--- config.mk ---
export PLATFORM = sky130hd
export DESIGN_NAME = oobseq_top
export DESIGN_NICKNAME = d
export VERILOG_FILES = /design/src/pkg/oobseq_pkg.sv /design/src/oobseq_top.sv
export SDC_FILE = /design/constraint.sdc
export NUM_CORES = 1
export LEC_CHECK = 0
export BUFFER_PORTS_ARGS = -buffer_cell sky130_fd_sc_hd__buf_4
export CORE_MARGIN = 4
export CORE_UTILIZATION = 35
export CTS_BUF_LIST = sky130_fd_sc_hd__clkbuf_4
export DETAILED_ROUTE_END_ITERATION = 8
export GPL_TIMING_DRIVEN = 0
export PLACE_DENSITY = 0.47
export REMOVE_ABC_BUFFERS = 1
export SYNTH_ARGS = -nofsm -noshare
export SYNTH_HDL_FRONTEND = slang
export SYNTH_SLANG_ARGS = --single-unit
--- constraint.sdc ---
create_clock -name clk_sys -period 7.1 [get_ports clk_sys]
set_clock_uncertainty 0.1 [all_clocks]
set_input_delay 0.355 -clock clk_sys [delete_from_list [all_inputs] [get_ports clk_sys]]
set_output_delay 0.355 -clock clk_sys [all_outputs]
set_load 0.05 [all_outputs]
--- src/pkg/oobseq_pkg.sv ---
// Constants, types and helpers shared by the out-of-band signal sequencer
// ====================================================================
package oobseq_pkg;

    // ================================================================
    // Time base
    localparam longint unsigned OOB_TIME_UNIT_FS = 666_600;
    localparam longint unsigned CLK_PERIOD_FS = 100_000_000;
    localparam int unsigned CLK_PERIOD_NS = 100;

    // Round a span of units up to whole cycles, never below one
    function automatic int unsigned oobseqCycles(longint unsigned units);
        longint unsigned c;
        c = (units * OOB_TIME_UNIT_FS + CLK_PERIOD_FS - 1) / CLK_PERIOD_FS;
        return (c == 0) ? 1 : int'(c);
    endfunction

    // ================================================================
    // Transmit spans in units and cycles
    localparam longint unsigned BURST_UNITS = 160;
    localparam longint unsigned WAKE_IDLE_UNITS = 160;
    localparam longint unsigned INIT_IDLE_UNITS = 480;
    localparam longint unsigned SAS_IDLE_UNITS = 1440;
    localparam longint unsigned WAKE_NEG_UNITS = 280;
    localparam longint unsigned INIT_NEG_UNITS = 800;
    localparam longint unsigned SAS_NEG_UNITS = 2400;
    localparam longint unsigned PORT_SELECT_SHORT_GAP_UNITS = 3_000_000;
    localparam longint unsigned PORT_SELECT_LONG_GAP_UNITS = 12_000_000;
    localparam int unsigned BURST_CYC = oobseqCycles(BURST_UNITS);
    localparam int unsigned WAKE_IDLE_CYC = oobseqCycles(WAKE_IDLE_UNITS);
    localparam int unsigned INIT_IDLE_CYC = oobseqCycles(INIT_IDLE_UNITS);
    localparam int unsigned SAS_IDLE_CYC = oobseqCycles(SAS_IDLE_UNITS);
    localparam int unsigned WAKE_NEG_CYC = oobseqCycles(WAKE_NEG_UNITS);
    localparam int unsigned INIT_NEG_CYC = oobseqCycles(INIT_NEG_UNITS);
    localparam int unsigned SAS_NEG_CYC = oobseqCycles(SAS_NEG_UNITS);
    localparam int unsigned PORT_SELECT_SHORT_GAP_CYC = oobseqCycles(PORT_SELECT_SHORT_GAP_UNITS);
    localparam int unsigned PORT_SELECT_LONG_GAP_CYC = oobseqCycles(PORT_SELECT_LONG_GAP_UNITS);
    localparam logic [2:0] PAIRS_PER_SIGNAL = 3'h6;
    localparam logic [2:0] PORT_SELECT_SIGNALS = 3'h5;

    // Optical idle make-up
    localparam logic [2:0] OPT_IDLE_PRIMS = 3'h6;
    localparam logic [9:0] WAKE_ZERO_DWORDS = 10'h002;
    localparam logic [9:0] INIT_ZERO_DWORDS = 10'h012;
    localparam logic [9:0] SAS_ZERO_DWORDS = 10'h042;

    // ================================================================
    // Receive thresholds in ns, the COMSAS timeout in ps
    localparam int unsigned WAKE_GAP_MIN_NS = 35;
    localparam int unsigned WAKE_GAP_MAX_NS = 175;
    localparam int unsigned INIT_GAP_MAX_NS = 525;
    localparam int unsigned SAS_GAP_MAX_NS = 1575;
    localparam int unsigned SAS_TIMEOUT_PS = 13_686_000;
    localparam int unsigned SAS_TIMEOUT_CYC =
        (SAS_TIMEOUT_PS + CLK_PERIOD_NS * 1000 - 1) / (CLK_PERIOD_NS * 1000);
    localparam logic [1:0] GAPS_TO_MATCH = 2'h3;
    localparam logic [4:0] IDLE_CNT_MAX = 5'h1f;

    // ================================================================
    // Types
    typedef enum logic [1:0] {SIG_NONE, SIG_WAKE, SIG_INIT, SIG_SAS} oobseqSig_t;
    typedef enum {TX_READY, TX_IDLE, TX_BURST, TX_NEGATE} oobseqTxState_t;

    // Line control towards the serializer
    typedef struct packed {
        logic elecIdle;      // D.C. electrical idle
        logic opticalIdle;   // Idle primitives plus zero dwords
        logic [2:0] idlePrims;
        logic [9:0] zeroDwords;
        logic burstDc;       // 0011b pattern / square wave at 1.5G
        logic burstAlign3;   // ALIGN (3) at 3G
    } oobseqTxLine_t;

    // Receive events, one-cycle pulses
    typedef struct packed {
        logic wake;
        logic init;
        logic sas;
        logic sasTimeout;
    } oobseqRxEvt_t;

    // Classify a measured idle gap
    function automatic oobseqSig_t oobseqGapClass(logic [4:0] cnt);
        int unsigned ns;
        ns = int'(cnt) * CLK_PERIOD_NS;
        if (ns >= WAKE_GAP_MIN_NS && ns < WAKE_GAP_MAX_NS) return SIG_WAKE;
        if (ns >= WAKE_GAP_MAX_NS && ns < INIT_GAP_MAX_NS) return SIG_INIT;
        if (ns >= INIT_GAP_MAX_NS && ns < SAS_GAP_MAX_NS) return SIG_SAS;
        return SIG_NONE;
    endfunction

    // Gap beyond which a signal of this kind is over
    function automatic int unsigned oobseqNegNs(oobseqSig_t s);
        case (s)
            SIG_WAKE: return WAKE_GAP_MAX_NS;
            SIG_INIT: return INIT_GAP_MAX_NS;
            default: return SAS_GAP_MAX_NS;
        endcase
    endfunction

endpackage

--- src/oobseq_top.sv ---
// Out-of-band signal generator, detector and port selection sequencer
`timescale 1ns/10ps
module oobseq_top
    import oobseq_pkg::*;
#(
    parameter int unsigned PS_SHORT_CYC = PORT_SELECT_SHORT_GAP_CYC,
    parameter int unsigned PS_LONG_CYC = PORT_SELECT_LONG_GAP_CYC
) (
    input wire logic clk_sys,
    input wire logic rst_b,
    input wire logic opticalMode,
    input wire logic sendReq,
    input wire oobseqSig_t sendSig,
    input wire logic portSelReq,
    input wire logic dwordSyncLost,
    input wire logic rxEnergyPin,
    output oobseqTxLine_t txLine,
    output logic txBusy,
    output oobseqRxEvt_t rxEvt
);

    // ================================================================
    // State
    typedef struct packed {
        oobseqTxState_t txState;
        logic [16:0] txCnt;
        logic [2:0] pairCnt;
        oobseqSig_t txSig;
        logic [2:0] psLeft;
        logic [2:0] psIdx;
        logic [16:0] psTimer;
        logic energyMeta;
        logic energySync;
        logic energyPrev;
        logic [4:0] idleCnt;
        oobseqSig_t rxCand;
        logic [1:0] rxMatch;
        logic sasWait;
        logic [7:0] sasTimer;
        oobseqTxLine_t txLine;
        logic txBusy;
        oobseqRxEvt_t rxEvt;
    } oobseqState_t;

    oobseqState_t st_r;
    oobseqState_t st_nxt;

    // Idle and negation length for a signal
    function automatic logic [16:0] idleLen(oobseqSig_t s, logic neg);
        case (s)
            SIG_WAKE: idleLen = 17'(neg ? WAKE_NEG_CYC : WAKE_IDLE_CYC);
            SIG_INIT: idleLen = 17'(neg ? INIT_NEG_CYC : INIT_IDLE_CYC);
            default: idleLen = 17'(neg ? SAS_NEG_CYC : SAS_IDLE_CYC);
        endcase
    endfunction

    // Zero-dword count of an optical idle
    function automatic logic [9:0] zeroDw(oobseqSig_t s);
        case (s)
            SIG_WAKE: zeroDw = WAKE_ZERO_DWORDS;
            SIG_INIT: zeroDw = INIT_ZERO_DWORDS;
            default: zeroDw = SAS_ZERO_DWORDS;
        endcase
    endfunction

    // Line settings for idle or burst in the selected mode
    function automatic oobseqTxLine_t lineFor(logic burst, oobseqSig_t s, logic opt);
        lineFor = '0;
        if (burst) begin
            lineFor.burstAlign3 = opt;
            lineFor.burstDc = !opt;
        end else if (opt) begin
            lineFor.opticalIdle = 1'b1;
            lineFor.idlePrims = OPT_IDLE_PRIMS;
            lineFor.zeroDwords = zeroDw(s);
        end else begin
            lineFor.elecIdle = 1'b1;
        end
    endfunction

    // Next-state logic
    always_comb begin
        oobseqSig_t gapSig;
        logic start;
        oobseqSig_t startSig;
        gapSig = SIG_NONE;
        start = 1'b0;
        startSig = SIG_INIT;
        st_nxt = st_r;
        st_nxt.rxEvt = '0;

        // Pin synchroniser for the squelch output
        st_nxt.energyMeta = rxEnergyPin;
        st_nxt.energySync = st_r.energyMeta;
        st_nxt.energyPrev = st_r.energySync;

        // Port selection pacing from the first burst start of each signal
        if (st_r.psTimer != 17'h0) begin
            st_nxt.psTimer = st_r.psTimer - 17'h1;
        end
        if (st_r.txState == TX_READY) begin
            if (st_r.psLeft != 3'h0 && st_r.psTimer == 17'h0) begin
                start = 1'b1;
                st_nxt.psLeft = st_r.psLeft - 3'h1;
            end else if (portSelReq && st_r.psLeft == 3'h0) begin
                start = 1'b1;
                st_nxt.psLeft = PORT_SELECT_SIGNALS - 3'h1;
                st_nxt.psIdx = 3'h0;
            end else if (sendReq && sendSig != SIG_NONE && st_r.psLeft == 3'h0) begin
                start = 1'b1;
                startSig = sendSig;
            end
        end

        // Transmit sequencer
        case (st_r.txState)
            TX_READY: begin
                st_nxt.txLine = lineFor(1'b0, st_r.txSig, opticalMode);
                if (start) begin
                    st_nxt.txState = TX_IDLE;
                    st_nxt.txSig = startSig;
                    st_nxt.pairCnt = 3'h0;
                    st_nxt.txCnt = idleLen(startSig, 1'b0) - 17'h1;
                    st_nxt.txLine = lineFor(1'b0, startSig, opticalMode);
                end
            end
            TX_IDLE: begin
                if (st_r.txCnt == 17'h0) begin
                    st_nxt.txState = TX_BURST;
                    st_nxt.txCnt = 17'(BURST_CYC) - 17'h1;
                    st_nxt.txLine = lineFor(1'b1, st_r.txSig, opticalMode);
                    if (st_r.pairCnt == 3'h0 && st_r.psLeft != 3'h0) begin
                        // Short and long gaps alternate
                        st_nxt.psTimer = st_r.psIdx[0] ? 17'(PS_LONG_CYC) - 17'h1
                                                       : 17'(PS_SHORT_CYC) - 17'h1;
                        st_nxt.psIdx = st_r.psIdx + 3'h1;
                    end
                end else begin
                    st_nxt.txCnt = st_r.txCnt - 17'h1;
                end
            end
            TX_BURST: begin
                if (st_r.txCnt == 17'h0) begin
                    st_nxt.pairCnt = st_r.pairCnt + 3'h1;
                    st_nxt.txLine = lineFor(1'b0, st_r.txSig, opticalMode);
                    if (st_r.pairCnt + 3'h1 == PAIRS_PER_SIGNAL) begin
                        st_nxt.txState = TX_NEGATE;
                        st_nxt.txCnt = idleLen(st_r.txSig, 1'b1) - 17'h1;
                    end else begin
                        st_nxt.txState = TX_IDLE;
                        st_nxt.txCnt = idleLen(st_r.txSig, 1'b0) - 17'h1;
                    end
                end else begin
                    st_nxt.txCnt = st_r.txCnt - 17'h1;
                end
            end
            TX_NEGATE: begin
                if (st_r.txCnt == 17'h0) begin
                    st_nxt.txState = TX_READY;
                    if (st_r.txSig == SIG_SAS) begin
                        st_nxt.sasWait = 1'b1;
                        st_nxt.sasTimer = 8'(SAS_TIMEOUT_CYC);
                    end
                end else begin
                    st_nxt.txCnt = st_r.txCnt - 17'h1;
                end
            end
            default: begin
                st_nxt.txState = TX_READY;
            end
        endcase
        st_nxt.txBusy = (st_nxt.txState != TX_READY) || (st_nxt.psLeft != 3'h0);

        // Receive: energy alone marks a burst, any length accepted
        if (st_r.energySync) begin
            st_nxt.idleCnt = 5'h0;
            if (!st_r.energyPrev && st_r.idleCnt != IDLE_CNT_MAX) begin
                gapSig = oobseqGapClass(st_r.idleCnt);
                if (gapSig != SIG_NONE && gapSig == st_r.rxCand) begin
                    if (st_r.rxMatch != GAPS_TO_MATCH) begin
                        st_nxt.rxMatch = st_r.rxMatch + 2'h1;
                    end
                end else begin
                    st_nxt.rxCand = gapSig;
                    st_nxt.rxMatch = (gapSig == SIG_NONE) ? 2'h0 : 2'h1;
                end
            end
        end else if (st_r.idleCnt != IDLE_CNT_MAX) begin
            st_nxt.idleCnt = st_r.idleCnt + 5'h1;
        end

        // End of signal once the gap passes the negation length
        if (!st_r.energySync && st_r.rxCand != SIG_NONE
                && int'(st_r.idleCnt) * CLK_PERIOD_NS > oobseqNegNs(st_r.rxCand)) begin
            if (st_r.rxMatch == GAPS_TO_MATCH && dwordSyncLost) begin
                st_nxt.rxEvt.wake = (st_r.rxCand == SIG_WAKE);
                st_nxt.rxEvt.init = (st_r.rxCand == SIG_INIT);
                st_nxt.rxEvt.sas = (st_r.rxCand == SIG_SAS);
            end
            st_nxt.rxCand = SIG_NONE;
            st_nxt.rxMatch = 2'h0;
        end

        // Answering COMSAS watch
        if (st_r.sasWait && st_nxt.rxEvt.sas) begin
            st_nxt.sasWait = 1'b0;
        end else if (st_r.sasWait) begin
            if (st_r.sasTimer == 8'h0) begin
                st_nxt.sasWait = 1'b0;
                st_nxt.rxEvt.sasTimeout = 1'b1;
            end else begin
                st_nxt.sasTimer = st_r.sasTimer - 8'h1;
            end
        end
    end

    // State register
    always_ff @(posedge clk_sys or negedge rst_b) begin
        if (!rst_b) begin
            st_r <= '0;
            st_r.txState <= TX_READY;
            st_r.txSig <= SIG_INIT;
            st_r.rxCand <= SIG_NONE;
            st_r.idleCnt <= IDLE_CNT_MAX;
            st_r.txLine.elecIdle <= 1'b1;
        end else begin
            st_r <= st_nxt;
        end
    end

    // Outputs straight from the state register
    assign txLine = st_r.txLine;
    assign txBusy = st_r.txBusy;
    assign rxEvt = st_r.rxEvt;

endmodule

==> results.toml <==
[route]
vias_per_cell = 5.126
drt_iter0_markers = 356
firstDrtPassIters = 5
post_drt_wl_per_cell_microns = 14.27
postRouteWirelength_microns = 12710
num_vias = 4567
ant_nets = 0
drc = 0

[global_routing]
grt_max_degree = 108
grt_antenna_before_repair = 1
grt_pass1_wl_microns = 21220
overflow = 0
grt_pass1_vias = 4221
use_met1_pct = 19.38
gr-usage-met3_pct = 3.000
grtUsageTotal_pct = 13.31
grtUsageMet2_pct = 19.87
busiest_layer = "met2"

[clocking]
cts_sinks = 107
post_cts_buffers = 0
clk_pin_slew_ns = 0.19
cts_buffer_depth = 2
cts_inserted_buffers = 9
holdBufCountCts = 3
h-tree-depth = 3
cts_resized = 0
clk-insertion-delay-late_ns = 0.50
cts_tree = "built"
root_buffer = "clkbuf_4"

[worst_setup_path]
crit_buf_inv = 2
crit_path_start_kind = "flip-flop"
reg2reg_depth = 15
crit_top_cell = "ha_1"
path_depth = 15
crit_fanout = 11
end_kind = "flip-flop"
worstSetupPathType = "reg -> reg"
path_cells = "inv_1, ha_1, inv_1, ha_1, ha_1, ha_1, nand2b_1, o2bb2ai_1, ha_1, o21ai_0, a21oi_1, o41ai_1, nand3_1, o31a_1, o21a_1"
cp_data_required_time_ns = 7.39
critPathSlowestCell = "o41ai_1"
cp.arrival_ns = 5.48
cpLargestDelayFamily = "compound AO/OA/AOI/OAI gates"
cpPeakStageDelay_ns = 0.85

[synthesis]
syn_inst = 625
yosys-top-cells-count = "dfrtp_1 (100), nor2_1 (58), ha_1 (47)"
yosys_warnings = 0
ys_seq_elements = 107
netlist_area_sq_mm = 0.006016
synth.area.top_cells = "dfrtp_1 (42%), ha_1 (9.8%), o21ai_0 (3.8%)"
yosysSeqAreaShare_pct = 44.65
synth-edff-count = 0
synth-async-reset-ratio_pct = 100.0
ys.flop_type = "dfrtp_1"
yosysMostFrequentCell = "dfrtp_1"
postSynthAreaPerCell_sq_um = 9.625
synth_top_cell_by_area = "dfrtp_1"
synth.distinct_cells = 66
synth_top_area_share_pct = 41.60

[sta]
min_period_ns = 5.185
period_share_pct = 73.03
setup_viol = 0
max_slew_margin_pct = 35.51
hold_violations = 0
rsz0062_at_grt = "false"
tightest_slew_ns = 0.9548
max_freq_mhz = 192.9
setup_tns_ns = 0
drv_slew = 0

[placed_design]
port_buffers = 22
place_area_sq_mm = 0.006382
gp_congestion = 0.8320
place_hpwl_microns = 9050

[flow_run]
drv_cap = 0

[cells_and_area]
drive_above_1_share_pct = 9.701
area_delta_synth_final_pct = 10.05
nets = 722
finish.utilization_pct = 39.64
final_cell_area_sq_mm = 0.006620

[pwr]
seqPwrFrac_pct = 55.0
p_comb_share_pct = 18.9
leakagePower_uw = 0.002966
p_sw_share_pct = 33.34
power.switching_uw = 425.5
clockPowerShare_pct = 26.1
powerDensity_mw_per_mm2 = 192.8
ir_drop_v = 0.0001129
p_int_uw = 850.7

[hold_path]
hp-class = "in -> async"

[floorplanning]
die_x_microns = 139.1
initial_core_util_pct = 36.02
ios = 31
rows = 47
core_area_sq_mm = 0.01670
die_y_microns = 139.1
dieArea_sq_mm = 0.01935

[run_status]
status = "complete, no violations"
power groups by stage:
stage	logic (uW)	clock network [uW]	registers, uW
floorplan	183	0	701
global placement	234	0	712
detailed placement	237	0	713
CTS	241	358	702
global route	281	379	711
finish	241	333	702
registers in the layout, summed over array words and instances (netlist names):
name	cells
st_r	94
txLine	6
txBusy	1
st_nxt	2
rxEvt	4
path summary, 6_finish.rpt:
path	slack, ns	from	endpoint
worst min-delay path	0.09	rst_b	st_r[33]
min in group clk_sys	0.10	portSelReq	st_r[60]
worst min register to register	0.28	st_nxt[41]	st_nxt[40]
worst max-delay path	1.91	st_r[38]	st_r[29]
max in group asynchronous	6.11	rst_b	st_r[67]
worst max register to register	1.91	st_r[38]	st_r[29]
per-stage QoR:
stage          setup WS, ns  hold slack (ns)  total power (uW)  cells
2_1_floorplan         2.631         -0.04059             883.6    626
3_3_place_gp          1.985           0.2383             945.9    868
3_5_place_dp          1.923           0.2635             949.9    869
4_1_cts               1.853          0.05739              1301    888
5_1_grt               1.484          0.03753              1371    891
6_report              1.915          0.08869              1276    891
layer usage:
layer,up-vias,wire [microns]
met3,10,682
met4,0,162
met1,2200,6263
met2,116,5604
li1,2241,-
met5,-,0
placed cells by master (no fill, tap or decap), types with 5 or more instances in the layout:
master    count
nand4_1      10
o21ai_0      45
a31oi_1       5
ha_1         47
inv_1        37
o211ai_1      5
dfstp_2       7
nand2b_1      7
nor2b_1       7
clkbuf_4      9
a21oi_1      28
buf_4        21
conb_1       38
xnor2_1      17
nor2_1       58
and2_1        5
nand2_1      41
a21oi_2       6
or4_1         6
xor2_1       12
o31ai_1       9
nand3_1      20
nor3_1       23
dfrtp_1     100
or3_1         7
nor4_1       13
cell type report:
type | instances | area [sq um]
multi-input cells | 482 | 3105
flip-flops and latches | 107 | 2686
clock buffers | 9 | 67.56
inverters | 37 | 138.9
fillers | 1705 | 10080
repair buffers | 28 | 247.7
diodes | 1 | 2.502
clock inverters | 7 | 96.34
well taps | 220 | 275.3
kinds of logic (layout without fill, tap and decap cells):
kind of cell,Yosys count,after routing,synth area share (%)
and+or+nand+nor,224,224,19.43
AOI/OAI and AO/OA,137,137,14.46
DFF,107,107,44.65
buffers and inverters,73,81,6.031
adders and majority gates,48,48,10.11
xor gates and xnor gates,29,29,4.222
muxes,6,6,1.040
other,1,39,0.06234
Note: power is estimated with default switching activity, not from simulation.
